## config.mk

```make
export PLATFORM = sky130hd
export DESIGN_NAME = tcw_channel
export DESIGN_NICKNAME = d
export VERILOG_FILES = /design/src/tcw_pkg.sv /design/src/tcw_channel.sv
export SDC_FILE = /design/constraint.sdc
export NUM_CORES = 1
export LEC_CHECK = 0
export ABC_AREA = 1
export BUFFER_PORTS_ARGS = -buffer_cell sky130_fd_sc_hd__buf_2
export CAP_MARGIN = 10
export CORE_UTILIZATION = 62
export DETAILED_ROUTE_END_ITERATION = 8
export GPL_ROUTABILITY_DRIVEN = 0
export PLACE_DENSITY_LB_ADDON = 0.3
export SETUP_SLACK_MARGIN = 0.5
export SYNTH_ARGS = -nofsm -noshare
export SYNTH_HDL_FRONTEND = slang
export SYNTH_SLANG_ARGS = --single-unit
```

## constraint.sdc

```tcl
create_clock -name clock -period 5.23 [get_ports clock]
set_input_delay 0.523 -clock clock [delete_from_list [all_inputs] [get_ports clock]]
set_output_delay 0.523 -clock clock [all_outputs]
set_load 0.01 [all_outputs]
```

## src/tcw_pkg.sv

```systemverilog
package tcw_pkg;

  // ==========================================
  // register map
  localparam logic [7:0] OFF_COMMAND = 8'h00;
  localparam logic [7:0] OFF_MODE    = 8'h04;
  localparam logic [7:0] OFF_COUNTER = 8'h10;
  localparam logic [7:0] OFF_CMP_A   = 8'h14;
  localparam logic [7:0] OFF_CMP_B   = 8'h18;
  localparam logic [7:0] OFF_CMP_C   = 8'h1c;
  localparam logic [7:0] OFF_STATUS  = 8'h20;

  localparam logic [31:0] MODE_RESET = 32'h0000_0000;
  localparam logic [15:0] CMP_RESET  = 16'h0000;
  localparam logic [15:0] CNT_RESET  = 16'h0000;
  localparam logic [15:0] CNT_MAX    = 16'hffff;

  // ==========================================
  // command register bits
  localparam int CMD_ON_BIT   = 0;
  localparam int CMD_OFF_BIT  = 1;
  localparam int CMD_SOFT_BIT = 2;

  // ==========================================
  // status register bits
  localparam int STS_CLK_BIT   = 16;
  localparam int STS_LINEA_BIT = 17;
  localparam int STS_LINEB_BIT = 18;

  // ==========================================
  // clock source codes and prescaler taps
  localparam logic [2:0] CLK_EXT0 = 3'h5;
  localparam int         PSC_W    = 10;
  localparam int         TAP_DIV2    = 0;
  localparam int         TAP_DIV8    = 2;
  localparam int         TAP_DIV32   = 4;
  localparam int         TAP_DIV128  = 6;
  localparam int         TAP_DIV1024 = 9;

  // ==========================================
  // field encodings
  localparam logic [1:0] GATE_NONE   = 2'h0;
  localparam logic [1:0] EDGE_RISE   = 2'h1;
  localparam logic [1:0] EDGE_FALL   = 2'h2;
  localparam logic [1:0] EDGE_BOTH   = 2'h3;
  localparam logic [1:0] EVT_LINE_B  = 2'h0;
  localparam logic [1:0] ACT_SET     = 2'h1;
  localparam logic [1:0] ACT_CLEAR   = 2'h2;
  localparam logic [1:0] ACT_TOGGLE  = 2'h3;

  // ==========================================
  // mode register layout, msb first
  typedef struct packed {
    logic [1:0] line_b_on_soft_trigger;
    logic [1:0] line_b_on_event;
    logic [1:0] line_b_on_c_match;
    logic [1:0] line_b_on_b_match;
    logic [1:0] line_a_on_soft_trigger;
    logic [1:0] line_a_on_event;
    logic [1:0] line_a_on_c_match;
    logic [1:0] line_a_on_a_match;
    logic       wave;
    logic       c_match_trigger_enable;
    logic       rsvd;
    logic       event_trigger_enable;
    logic [1:0] event_signal_select;
    logic [1:0] event_edge_select;
    logic       disable_on_c_match;
    logic       stop_on_c_match;
    logic [1:0] gate_select;
    logic       count_edge_invert;
    logic [2:0] count_clock_select;
  } tcw_mode_t;

endpackage : tcw_pkg

```

## src/tcw_channel.sv

```systemverilog
// Our own choice: the AHB-Lite register port.
`timescale 1ns/10ps
// Behaviour
// - clock select: master taps or external clocks
// - invert bit picks counting edge
// - gate field ANDs external clock in
// - stop counter clock at compare C, waveform mode only
// - disable counter clock at compare C, waveform mode only
// - event edge: none, rise, fall, both
// - event source: line B or externals
// - line B input when it is source
// - event trigger resets and starts counter, waveform mode only
// - C match trigger resets and starts counter
// - bit 15 selects waveform mode
// - A match action on line A
// - C match action on line A
// - event action on line A
// - soft trigger action on line A
// - B match action on line B
// - C match action on line B
// - event action on line B
// - soft trigger action on line B
// - counter value readable, upper bits zero
// - compare A writable only in waveform mode
// - soft trigger resets and starts counter
// - off command beats on command
module tcw_channel
  import tcw_pkg::*;
(
  // clock and reset
  input  wire logic        clock,
  input  wire logic        rst_n,
  // ahb-lite slave
  input  wire logic        hsel,
  input  wire logic [31:0] haddr,
  input  wire logic [1:0]  htrans,
  input  wire logic        hwrite,
  input  wire logic [2:0]  hsize,
  input  wire logic [31:0] hwdata,
  input  wire logic        hready,
  output logic      [31:0] hrdata,
  output logic             hreadyout,
  output logic             hresp,
  // external clocks
  input  wire logic        extClockZero,
  input  wire logic        extClockOne,
  input  wire logic        extClockTwo,
  // channel lines
  output logic             ioLineAOut,
  output logic             ioLineAOe,
  input  wire logic        ioLineBIn,
  output logic             ioLineBOut,
  output logic             ioLineBOe
);

  // ==========================================
  // line action helper
  function automatic logic applyAct(input logic cur, input logic [1:0] act, input logic ev);
    logic res;
    res = cur;
    if (ev) begin
      unique case (act)
        ACT_SET:    res = 1'b1;
        ACT_CLEAR:  res = 1'b0;
        ACT_TOGGLE: res = ~cur;
        default:    res = cur;
      endcase
    end
    return res;
  endfunction : applyAct

  // ==========================================
  // input synchronisers
  logic [3:0] syncA_q;
  logic [3:0] syncB_q;
  always_ff @(posedge clock) begin
    if (!rst_n) begin
      syncA_q <= 4'h0;
      syncB_q <= 4'h0;
    end else begin
      syncA_q <= {ioLineBIn, extClockTwo, extClockOne, extClockZero};
      syncB_q <= syncA_q;
    end
  end
  logic [2:0] extClk;
  logic       lineBPin;
  assign extClk   = syncB_q[2:0];
  assign lineBPin = syncB_q[3];

  // ==========================================
  // bus slave
  tcw_mode_t   mode_q;
  logic [15:0] cnt_q;
  logic [15:0] cmpA_q;
  logic [15:0] cmpB_q;
  logic [15:0] cmpC_q;
  logic        count_clock_on_cmd_q;
  logic        clkRun_q;
  logic        lineA_q;
  logic        lineB_q;
  logic        wrPend_q;
  logic [7:0]  wrAddr_q;
  logic [31:0] hrdata_q;
  logic        hreadyout_q;
  logic        addrOk;
  logic        doWrite;
  logic        cmdOn;
  logic        cmdOff;
  logic        cmdSoft;
  logic [31:0] rdMux;

  assign addrOk  = hsel && htrans[1] && hready;
  assign doWrite = wrPend_q;
  assign cmdOn   = doWrite && wrAddr_q == OFF_COMMAND && hwdata[CMD_ON_BIT];
  assign cmdOff  = doWrite && wrAddr_q == OFF_COMMAND && hwdata[CMD_OFF_BIT];
  assign cmdSoft = doWrite && wrAddr_q == OFF_COMMAND && hwdata[CMD_SOFT_BIT];

  always_comb begin
    rdMux = 32'h0000_0000;
    unique case (haddr[7:0])
      OFF_MODE:    rdMux = mode_q;
      OFF_COUNTER: rdMux = {16'h0000, cnt_q};
      OFF_CMP_A:   rdMux = {16'h0000, cmpA_q};
      OFF_CMP_B:   rdMux = {16'h0000, cmpB_q};
      OFF_CMP_C:   rdMux = {16'h0000, cmpC_q};
      OFF_STATUS: begin
        rdMux[STS_CLK_BIT]   = count_clock_on_cmd_q;
        rdMux[STS_LINEA_BIT] = lineA_q;
        rdMux[STS_LINEB_BIT] = mode_q.event_signal_select == EVT_LINE_B ? lineBPin : lineB_q;
      end
      default:     rdMux = 32'h0000_0000;
    endcase
  end

  always_ff @(posedge clock) begin
    if (!rst_n) begin
      wrPend_q    <= 1'b0;
      wrAddr_q    <= 8'h00;
      hrdata_q    <= 32'h0000_0000;
      hreadyout_q <= 1'b0;
    end else begin
      hreadyout_q <= 1'b1;
      wrPend_q    <= addrOk && hwrite;
      if (addrOk) begin
        wrAddr_q <= haddr[7:0];
      end
      if (addrOk && !hwrite) begin
        hrdata_q <= (haddr[31:8] == 24'h000000) ? rdMux : 32'h0000_0000;
      end
    end
  end
  assign hrdata    = hrdata_q;
  assign hreadyout = hreadyout_q;
  assign hresp     = 1'b0;

  always_ff @(posedge clock) begin
    if (!rst_n) begin
      mode_q <= MODE_RESET;
      cmpA_q <= CMP_RESET;
      cmpB_q <= CMP_RESET;
      cmpC_q <= CMP_RESET;
    end else if (doWrite) begin
      unique case (wrAddr_q)
        OFF_MODE:  mode_q <= hwdata;
        OFF_CMP_A: if (mode_q.wave) cmpA_q <= hwdata[15:0];
        OFF_CMP_B: if (mode_q.wave) cmpB_q <= hwdata[15:0];
        OFF_CMP_C: cmpC_q <= hwdata[15:0];
        default:   ;
      endcase
    end
  end

  // ==========================================
  // counter clock source
  logic [PSC_W-1:0] psc_q;
  logic             srcLvl;
  logic             gateLvl;
  logic             cntLvl;
  logic             cntLvl_q;
  logic             tick;
  always_ff @(posedge clock) begin
    if (!rst_n) psc_q <= '0;
    else psc_q <= psc_q + 1'b1;
  end

  always_comb begin
    unique case (mode_q.count_clock_select)
      3'h0:    srcLvl = psc_q[TAP_DIV2];
      3'h1:    srcLvl = psc_q[TAP_DIV8];
      3'h2:    srcLvl = psc_q[TAP_DIV32];
      3'h3:    srcLvl = psc_q[TAP_DIV128];
      3'h4:    srcLvl = psc_q[TAP_DIV1024];
      default: srcLvl = extClk[2'(mode_q.count_clock_select - CLK_EXT0)];
    endcase
    gateLvl = (mode_q.gate_select == GATE_NONE) ? 1'b1
            : extClk[2'(mode_q.gate_select - 2'h1)];
    cntLvl  = (srcLvl & gateLvl) ^ mode_q.count_edge_invert;
  end

  always_ff @(posedge clock) begin
    if (!rst_n) cntLvl_q <= 1'b0;
    else cntLvl_q <= cntLvl;
  end
  assign tick = cntLvl && !cntLvl_q;

  // ==========================================
  // external event detect
  logic evtLvl;
  logic evtLvl_q;
  logic evtRise;
  logic evtFall;
  logic evt;
  assign evtLvl = (mode_q.event_signal_select == EVT_LINE_B) ? lineBPin
                : extClk[2'(mode_q.event_signal_select - 2'h1)];
  always_ff @(posedge clock) begin
    if (!rst_n) evtLvl_q <= 1'b0;
    else evtLvl_q <= evtLvl;
  end
  assign evtRise = evtLvl && !evtLvl_q;
  assign evtFall = !evtLvl && evtLvl_q;
  assign evt = mode_q.wave && (
      (mode_q.event_edge_select == EDGE_RISE && evtRise) ||
      (mode_q.event_edge_select == EDGE_FALL && evtFall) ||
      (mode_q.event_edge_select == EDGE_BOTH && (evtRise || evtFall)));

  // ==========================================
  // counter and compares
  logic        advance;
  logic [15:0] cntInc;
  logic        hitA;
  logic        hitB;
  logic        hitC;
  logic        evtTrig;
  logic        cTrig;
  logic        trig;
  logic        stopC;
  logic        disC;
  assign advance = tick && count_clock_on_cmd_q && clkRun_q;
  assign cntInc  = cnt_q + 16'h0001;
  assign hitA    = advance && mode_q.wave && cntInc == cmpA_q;
  assign hitB    = advance && mode_q.wave && cntInc == cmpB_q;
  assign hitC    = advance && cntInc == cmpC_q;
  assign evtTrig = evt && mode_q.event_trigger_enable;
  assign cTrig   = hitC && mode_q.c_match_trigger_enable;
  assign trig    = cmdSoft || evtTrig || cTrig;
  assign stopC   = hitC && mode_q.wave && mode_q.stop_on_c_match;
  assign disC    = hitC && mode_q.wave && mode_q.disable_on_c_match;

  always_ff @(posedge clock) begin
    if (!rst_n) cnt_q <= CNT_RESET;
    else if (trig) cnt_q <= CNT_RESET;
    else if (advance) cnt_q <= cntInc;
  end

  always_ff @(posedge clock) begin
    if (!rst_n) count_clock_on_cmd_q <= 1'b0;
    else if (cmdOff) count_clock_on_cmd_q <= 1'b0;
    else if (cmdOn) count_clock_on_cmd_q <= 1'b1;
    else if (disC) count_clock_on_cmd_q <= 1'b0;
  end

  always_ff @(posedge clock) begin
    if (!rst_n) clkRun_q <= 1'b0;
    else if (cmdSoft || evtTrig || cmdOn) clkRun_q <= 1'b1;
    else if (stopC) clkRun_q <= 1'b0;
    else if (cTrig) clkRun_q <= 1'b1;
  end

  // ==========================================
  // output lines
  logic lineAD;
  logic lineBD;
  always_comb begin
    // later steps override earlier: soft trigger wins
    lineAD = applyAct(lineA_q, mode_q.line_a_on_a_match, hitA);
    lineAD = applyAct(lineAD, mode_q.line_a_on_c_match, hitC && mode_q.wave);
    lineAD = applyAct(lineAD, mode_q.line_a_on_event, evt);
    lineAD = applyAct(lineAD, mode_q.line_a_on_soft_trigger,
                      cmdSoft && mode_q.wave);
    lineBD = applyAct(lineB_q, mode_q.line_b_on_b_match, hitB);
    lineBD = applyAct(lineBD, mode_q.line_b_on_c_match, hitC && mode_q.wave);
    lineBD = applyAct(lineBD, mode_q.line_b_on_event, evt);
    lineBD = applyAct(lineBD, mode_q.line_b_on_soft_trigger,
                      cmdSoft && mode_q.wave);
  end

  always_ff @(posedge clock) begin
    if (!rst_n) begin
      lineA_q   <= 1'b0;
      lineB_q   <= 1'b0;
      ioLineAOe <= 1'b0;
      ioLineBOe <= 1'b0;
    end else begin
      lineA_q   <= lineAD;
      lineB_q   <= lineBD;
      ioLineAOe <= mode_q.wave;
      ioLineBOe <= mode_q.wave && mode_q.event_signal_select != EVT_LINE_B;
    end
  end
  assign ioLineAOut = lineA_q;
  assign ioLineBOut = lineB_q;
endmodule : tcw_channel

```

# [Yosys cells after proc, flatten, opt, wreduce, memory -nomap -nowiden]
# Cells that the tools add are included.
[word_totals] wordCells=189 ff_bits=164
[op_classes] n_bitwise=11 mux=36 n_reduce_logical=52 add_sub_neg=5 magnitude_cmp=3 n_eq_ne=44
[op_table] op="16-bit one-hot mux with 5 select lines" count=1
[op_table] op="8-bit by 5-bit equality test with 1-bit output (second input constant)" count=7
[op_table] op="16-bit equality test" count=3
[op_table] op="2-bit equality test (second input constant)" count=18
[op_table] op="32-bit 2-to-1 mux" count=1
[op_table] op="1-bit logical AND" count=28
[op_table] op="24-bit zero test" count=1
[op_table] op="1-bit one-hot mux with 3 select lines" count=8
[op_table] op="1-bit 2-to-1 mux" count=20
[op_table] op="2-bit by 1-bit equality test with 1-bit output (second input constant)" count=9
[op_table] op="16-bit by 1-bit adder with 16-bit output (second input constant)" count=1
[op_table] op="8-bit by 3-bit equality test with 1-bit output (second input constant)" count=2
[op_table] op="13-bit 2-to-1 mux" count=1
[op_table] op="10-bit by 1-bit adder with 10-bit output (second input constant)" count=1
[op_table] op="2-bit by 3-bit less-than comparator with 1-bit output (second input constant)" count=3
[op_table] op="1-bit inverter" count=9
[op_table] op="8-bit by 6-bit equality test with 1-bit output (second input constant)" count=1
[op_table] op="8-bit zero test" count=1
[op_table] op="1-bit binary-select mux with 2-bit select" count=3
[op_table] op="3-bit by 2-bit equality test with 1-bit output (second input constant)" count=2
[op_table] op="1-bit logical OR" count=6
[op_table] op="3-bit one-hot mux with 2 select lines" count=1
[op_table] op="3-bit AND reduction" count=2
[op_table] op="2-bit by 1-bit subtractor with 2-bit output (second input constant)" count=3
[op_table] op="other kinds (12)" count=19

# [Longest topological paths before layout]
[depth] depth_word=21 depth_mapped=21 depth_no_buf=21

# [Worst setup path before layout]
# OpenSTA, ideal clock, no wires.
[synth_timing] path_type="register -> register" start="register mode_q[0] (netlist name)" end="register lineA_q (netlist: ioLineAOut)" setup_ns=0.115 slack_ns=2.949 t_arrival_ns=2.166 stages_incl_launch_ff=19 synth_period_minus_slack_ns=2.281 cell_sequence="dfxtp_1 > inv_1 > ha_1 > nand3_1 > nand3_1 > nand2_1 > nand2_1 > inv_1 > nand2_1 > nand2_1 > nand3_1 > inv_2 > nand3_1 > nor2_2 > nand3_1 > nand3_1 > nand3_1 > a21oi_1 > nor2_1"
[synth_between] elab_chain_len=21 word_cells_on_any_way=28
[synth_lines] item="start: declaration" line="tcw_channel.sv:92" text="tcw_mode_t mode_q;"
[synth_lines] item="start signal: assignment" line="tcw_channel.sv:164" text="OFF_MODE: mode_q <= hwdata;"
[synth_lines] item="2-bit by 1-bit subtractor with 2-bit output" line="tcw_channel.sv:193" text="default: srcLvl = extClk[2'(mode_q.count_clock_select - CLK_EXT0)];"
[synth_lines] item="1-bit binary-select mux with 2-bit select" line="tcw_channel.sv:193"
[synth_lines] item="1-bit 2-to-1 mux (not written as such)" line="tcw_channel.sv:193"
[synth_lines] item="1-bit one-hot mux with 5 select lines *" line="tcw_channel.sv:187" text="unique case (mode_q.count_clock_select)"
[synth_lines] item="1-bit AND *" line="tcw_channel.sv:197" text="cntLvl = (srcLvl & gateLvl) ^ mode_q.count_edge_invert;"
[synth_lines] item="1-bit XOR *" line="tcw_channel.sv:197"
[synth_lines] item="1-bit logical AND *" line="tcw_channel.sv:204" text="assign tick = cntLvl && !cntLvl_q;"
[synth_lines] item="1-bit logical AND * (2 in a row)" line="tcw_channel.sv:238" text="assign advance = tick && count_clock_on_cmd_q && clkRun_q;"
[synth_lines] item="[4 not listed]"
[synth_lines] item="1-bit one-hot mux with 3 select lines" line="tcw_channel.sv:62" text="unique case (act)"
[synth_lines] item="1-bit 2-to-1 mux *" line="tcw_channel.sv:61" text="if (ev) begin"
[synth_lines] item="1-bit inverter" line="tcw_channel.sv:65" text="ACT_TOGGLE: res = ~cur;"
[synth_lines] item="1-bit one-hot mux with 3 select lines" line="tcw_channel.sv:62"
[synth_lines] item="1-bit 2-to-1 mux *" line="tcw_channel.sv:61"
[synth_lines] item="1-bit inverter" line="tcw_channel.sv:65"
[synth_lines] item="1-bit one-hot mux with 3 select lines" line="tcw_channel.sv:62"
[synth_lines] item="1-bit 2-to-1 mux *" line="tcw_channel.sv:61"
[synth_lines] item="end signal: assignment" line="tcw_channel.sv:294" text="lineA_q <= lineAD;"
[synth_lines] item="end: declaration" line="tcw_channel.sv:99" text="logic lineA_q;"
# Every way passes the cells marked *; elsewhere a longest branch is shown, timed or not. The select of a mux whose other input is x is not followed.
# A chain may end at the register's enable or synchronous reset.

# [Worst setup path after layout]
[layout_timing] start="register cnt_q[0]" end="register lineB_q (netlist: ioLineBOut)"
[layout_between] elab_chain_len=13 word_cells_on_any_way=16
[layout_lines] item="start: declaration" line="tcw_channel.sv:93" text="logic [15:0] cnt_q;"
[layout_lines] item="start signal: assignment" line="tcw_channel.sv:252" text="else if (advance) cnt_q <= cntInc;"
[layout_lines] item="16-bit by 1-bit adder with 16-bit output *" line="tcw_channel.sv:239" text="assign cntInc = cnt_q + 16'h0001;"
[layout_lines] item="16-bit equality test" line="tcw_channel.sv:241" text="assign hitB = advance && mode_q.wave && cntInc == cmpB_q;"
[layout_lines] item="1-bit logical AND" line="tcw_channel.sv:241"
[layout_lines] item="1-bit 2-to-1 mux" line="tcw_channel.sv:61"
[layout_lines] item="1-bit inverter" line="tcw_channel.sv:65"
[layout_lines] item="1-bit one-hot mux with 3 select lines" line="tcw_channel.sv:62"
[layout_lines] item="1-bit 2-to-1 mux *" line="tcw_channel.sv:61"
[layout_lines] item="1-bit inverter" line="tcw_channel.sv:65"
[layout_lines] item="1-bit one-hot mux with 3 select lines" line="tcw_channel.sv:62"
[layout_lines] item="1-bit 2-to-1 mux *" line="tcw_channel.sv:61"
[layout_lines] item="1-bit inverter" line="tcw_channel.sv:65"
[layout_lines] item="1-bit one-hot mux with 3 select lines" line="tcw_channel.sv:62"
[layout_lines] item="1-bit 2-to-1 mux *" line="tcw_channel.sv:61"
[layout_lines] item="end signal: assignment" line="tcw_channel.sv:295" text="lineB_q <= lineBD;"
[layout_lines] item="end: declaration" line="tcw_channel.sv:100" text="logic lineB_q;"
# Every way passes the cells marked *; elsewhere a longest branch is shown, timed or not.

==> flow_metrics.env <==
export IMPL_end_kind="flip-flop"
export IMPL_power_density_mw_per_mm2=281.4
export IMPL_ir_drop_uv=316.8
export IMPL_core_mm2=0.01277
export IMPL_synthesis_nets=1298
export IMPL_skew_ps=8.864
export IMPL_post_cts_buffers=0
export IMPL_antenna_found_initial=0
export IMPL_fin_hold_ws_ps=262.6
export IMPL_holdBufCountCts=0
export IMPL_grt_use_total=0.3646
export IMPL_design_area_mm2=0.009433
export IMPL_rsz0062_at_grt="no"
export IMPL_avgSynthCellArea_um2=6.798
export IMPL_synth_warnings=0
export IMPL_finalSetupTns_ps=0
export IMPL_slowest_delay_ps=570
export IMPL_synthArstFlopShare=0
export IMPL_yosys_register_bits=164
export IMPL_drtPass1Iterations=7
export IMPL_io_buffers=110
export IMPL_antenna_cells=0
export IMPL_period_needed_ps=3147
export IMPL_clk_latency_ps=440
export IMPL_cts_resized=0
export IMPL_synth_edff_count=0
export IMPL_regArea_mm2=0.003283
export IMPL_cts_made_buffers=17
export IMPL_routed_top_layer="met4"
export IMPL_start_util=0.6439
export IMPL_yosysSeqAreaShare=0.3991
export IMPL_drv_cap=0
export IMPL_num_vias=8413
export IMPL_worst_pin_slew_ps=1280
export IMPL_cts_tree="built"
export IMPL_dieArea_mm2=0.01373
export IMPL_met2RoutedLength_mm=11.00
export IMPL_viasPerCell=5.681
export IMPL_final_cell_mix="nand2_1, dfxtp_1, inv_1"
export IMPL_clock_path_buffers=2
export IMPL_cts_root_buf="clkbuf_16"
export IMPL_drc=0
export IMPL_nNetsFinal=1385
export IMPL_place_area_mm2=0.008835
export IMPL_finalWirelength_mm=23.57
export IMPL_slew_viol_final=0
export IMPL_synthDistinctLibCells=39
export IMPL_ys_flop_type="dfxtp_1"
export IMPL_worstPathRequired_ps=5560
export IMPL_hold_path_class="in2reg"
export IMPL_arrival_ps=3480
export IMPL_finalHoldViolations=0
export IMPL_setup_viol=0
export IMPL_grt_overflow_total=0
export IMPL_htreeDepth=4
export IMPL_fill_cells=1048
export IMPL_status="completed"
export IMPL_grt_max_degree=78
export IMPL_total_power_w=0.002655
export IMPL_leakagePower_nw=3.976
export IMPL_cp_max_fo=10
export IMPL_final_util=0.7385
export IMPL_grt_pass1_wl_mm=37.83
export IMPL_die_h_um=117.2
export IMPL_die_w_um=117.2
export IMPL_io_pins=116
export IMPL_wl_per_cell_um=15.91
export IMPL_fp_row_count=41
export IMPL_drtIter0Drc=889
export IMPL_path_cells="ha_1 -> nand2_2 -> nor2_1 -> nand4_1 -> nand3_1 -> nand2_1 -> nor2_1 -> nand2_1 -> nor2_1 -> nand4_1 -> nor2_1 -> nand2_1 -> nand2_1 -> nand2_1 -> a21oi_1 -> nor2_1"
export IMPL_dpl_hpwl_mm=16.00
export IMPL_timing_slew_headroom=0.1434
export IMPL_cts_sinks=164
export IMPL_cp_start_kind="flip-flop"
export IMPL_syn_inst=1210
export IMPL_drive_gt1_frac=0.1421
export IMPL_netlist_area_mm2=0.008225
export IMPL_grt_pass1_vias=7936
export IMPL_syn2layout_area_growth_pct=14.68
export IMPL_cts_clk_slew_worst_paths_ps=70
export IMPL_layout_commonest_cell="nand2_1"
export IMPL_multi_input_area_mm2=0.004159
export IMPL_max_freq_mhz=317.7
export IMPL_worstSetupPathType="reg2reg"
export IMPL_final_antenna_net_count=0
export IMPL_cp_slowest_cell="dfxtp_1"
export IMPL_dr_wl_met3_mm=2.158
export IMPL_met1_length_mm=9.535
export IMPL_period_share=0.6018
[state kept, by name, indices dropped and copies added, names as in the netlist, 4 cells and up]
register / cells
cnt_q: 16
syncB_q: 4
syncA_q: 4
hrdata: 32
cmpB_q: 16
cmpC_q: 16
psc_q: 10
wrAddr_q: 8
mode_q: 32
cmpA_q: 16
[metrics by stage]
step	setup WS, ps	cells
after floorplan	2949	1210
after global placement	2233	1450
after detailed placement	2193	1450
after CTS	2188	1481
after global routing	1836	1481
final	2083	1481
[power by group]
part           total (W)  internal [W]  switching [W]
clock network    0.00129      0.000737       0.000553
registers        0.00126       0.00126     0.00000513
logic           0.000101     0.0000352      0.0000661
total            0.00265       0.00203       0.000624
[critical path, delay by kind of cell, from the launching register on]
kind	cells	cell delay, ps
adder cells (fa/ha/maj)	1	340
AND/OR/NAND/NOR	14	1980
flip-flops	1	570
AO/OA/AOI/OAI	1	130
[final cells by class]
cell class / instances / share of cell area
multi-input combinational: 843 / 0.4409
sequential: 164 / 0.3481
timing repair buffer: 116 / 0.06314
inverter: 155 / 0.06168
clock buffer: 19 / 0.04802
tap: 172 / 0.02281
clock inverter: 12 / 0.01539
[routing by layer]
metal | GRT usage | up-vias
li1 | - | 4144
met1 | 0.4319 | 3795
met2 | 0.6008 | 389
met3 | 0.1076 | 85
met4 | 0.1857 | 0
met5 | 0 | -
[cell usage after synthesis, drive strengths merged (3+ instances only)]
cell    instances  area share
o22ai          13      0.0099
o211ai          3      0.0027
a21oi         123       0.079
dfxtp         164        0.40
buf            10      0.0075
xor2           16       0.017
nor2          142       0.070
a221oi          4      0.0043
nor4           10      0.0076
a31oi           4      0.0030
o21ai          72       0.045
nand4          15       0.014
ha             10       0.015
clkbuf         38       0.017
nand3          84       0.051
nand2         291        0.14
a211oi         26       0.024
nor3           10      0.0061
o221ai         12       0.013
inv           155       0.071
[logic make-up (layout without fill, tap and decap cells)]
kind of cell,count (synthesis),in the layout,share of synthesized area
compound gates,261,261,0.1853
xor+xnor,18,18,0.01917
fa+ha+maj,10,10,0.01521
buf+inv,203,302,0.09553
flops,164,164,0.3991
other cells,1,1,0.0004559
simple gates,553,553,0.2852
[path summary, 6_finish.rpt]
path / startpoint / to / slack (ps) / depth (start not counted)
worst min register to register: syncA_q[3] / syncB_q[3] / 420 / 2
worst max register to register: cnt_q[0] / ioLineBOut / 2080 / 16
worst max-delay path: cnt_q[0] / ioLineBOut / 2080 / 16
worst min-delay path: extClockTwo / syncA_q[2] / 260 / 3
No activity file was read; power rests on OpenSTA's default activity.
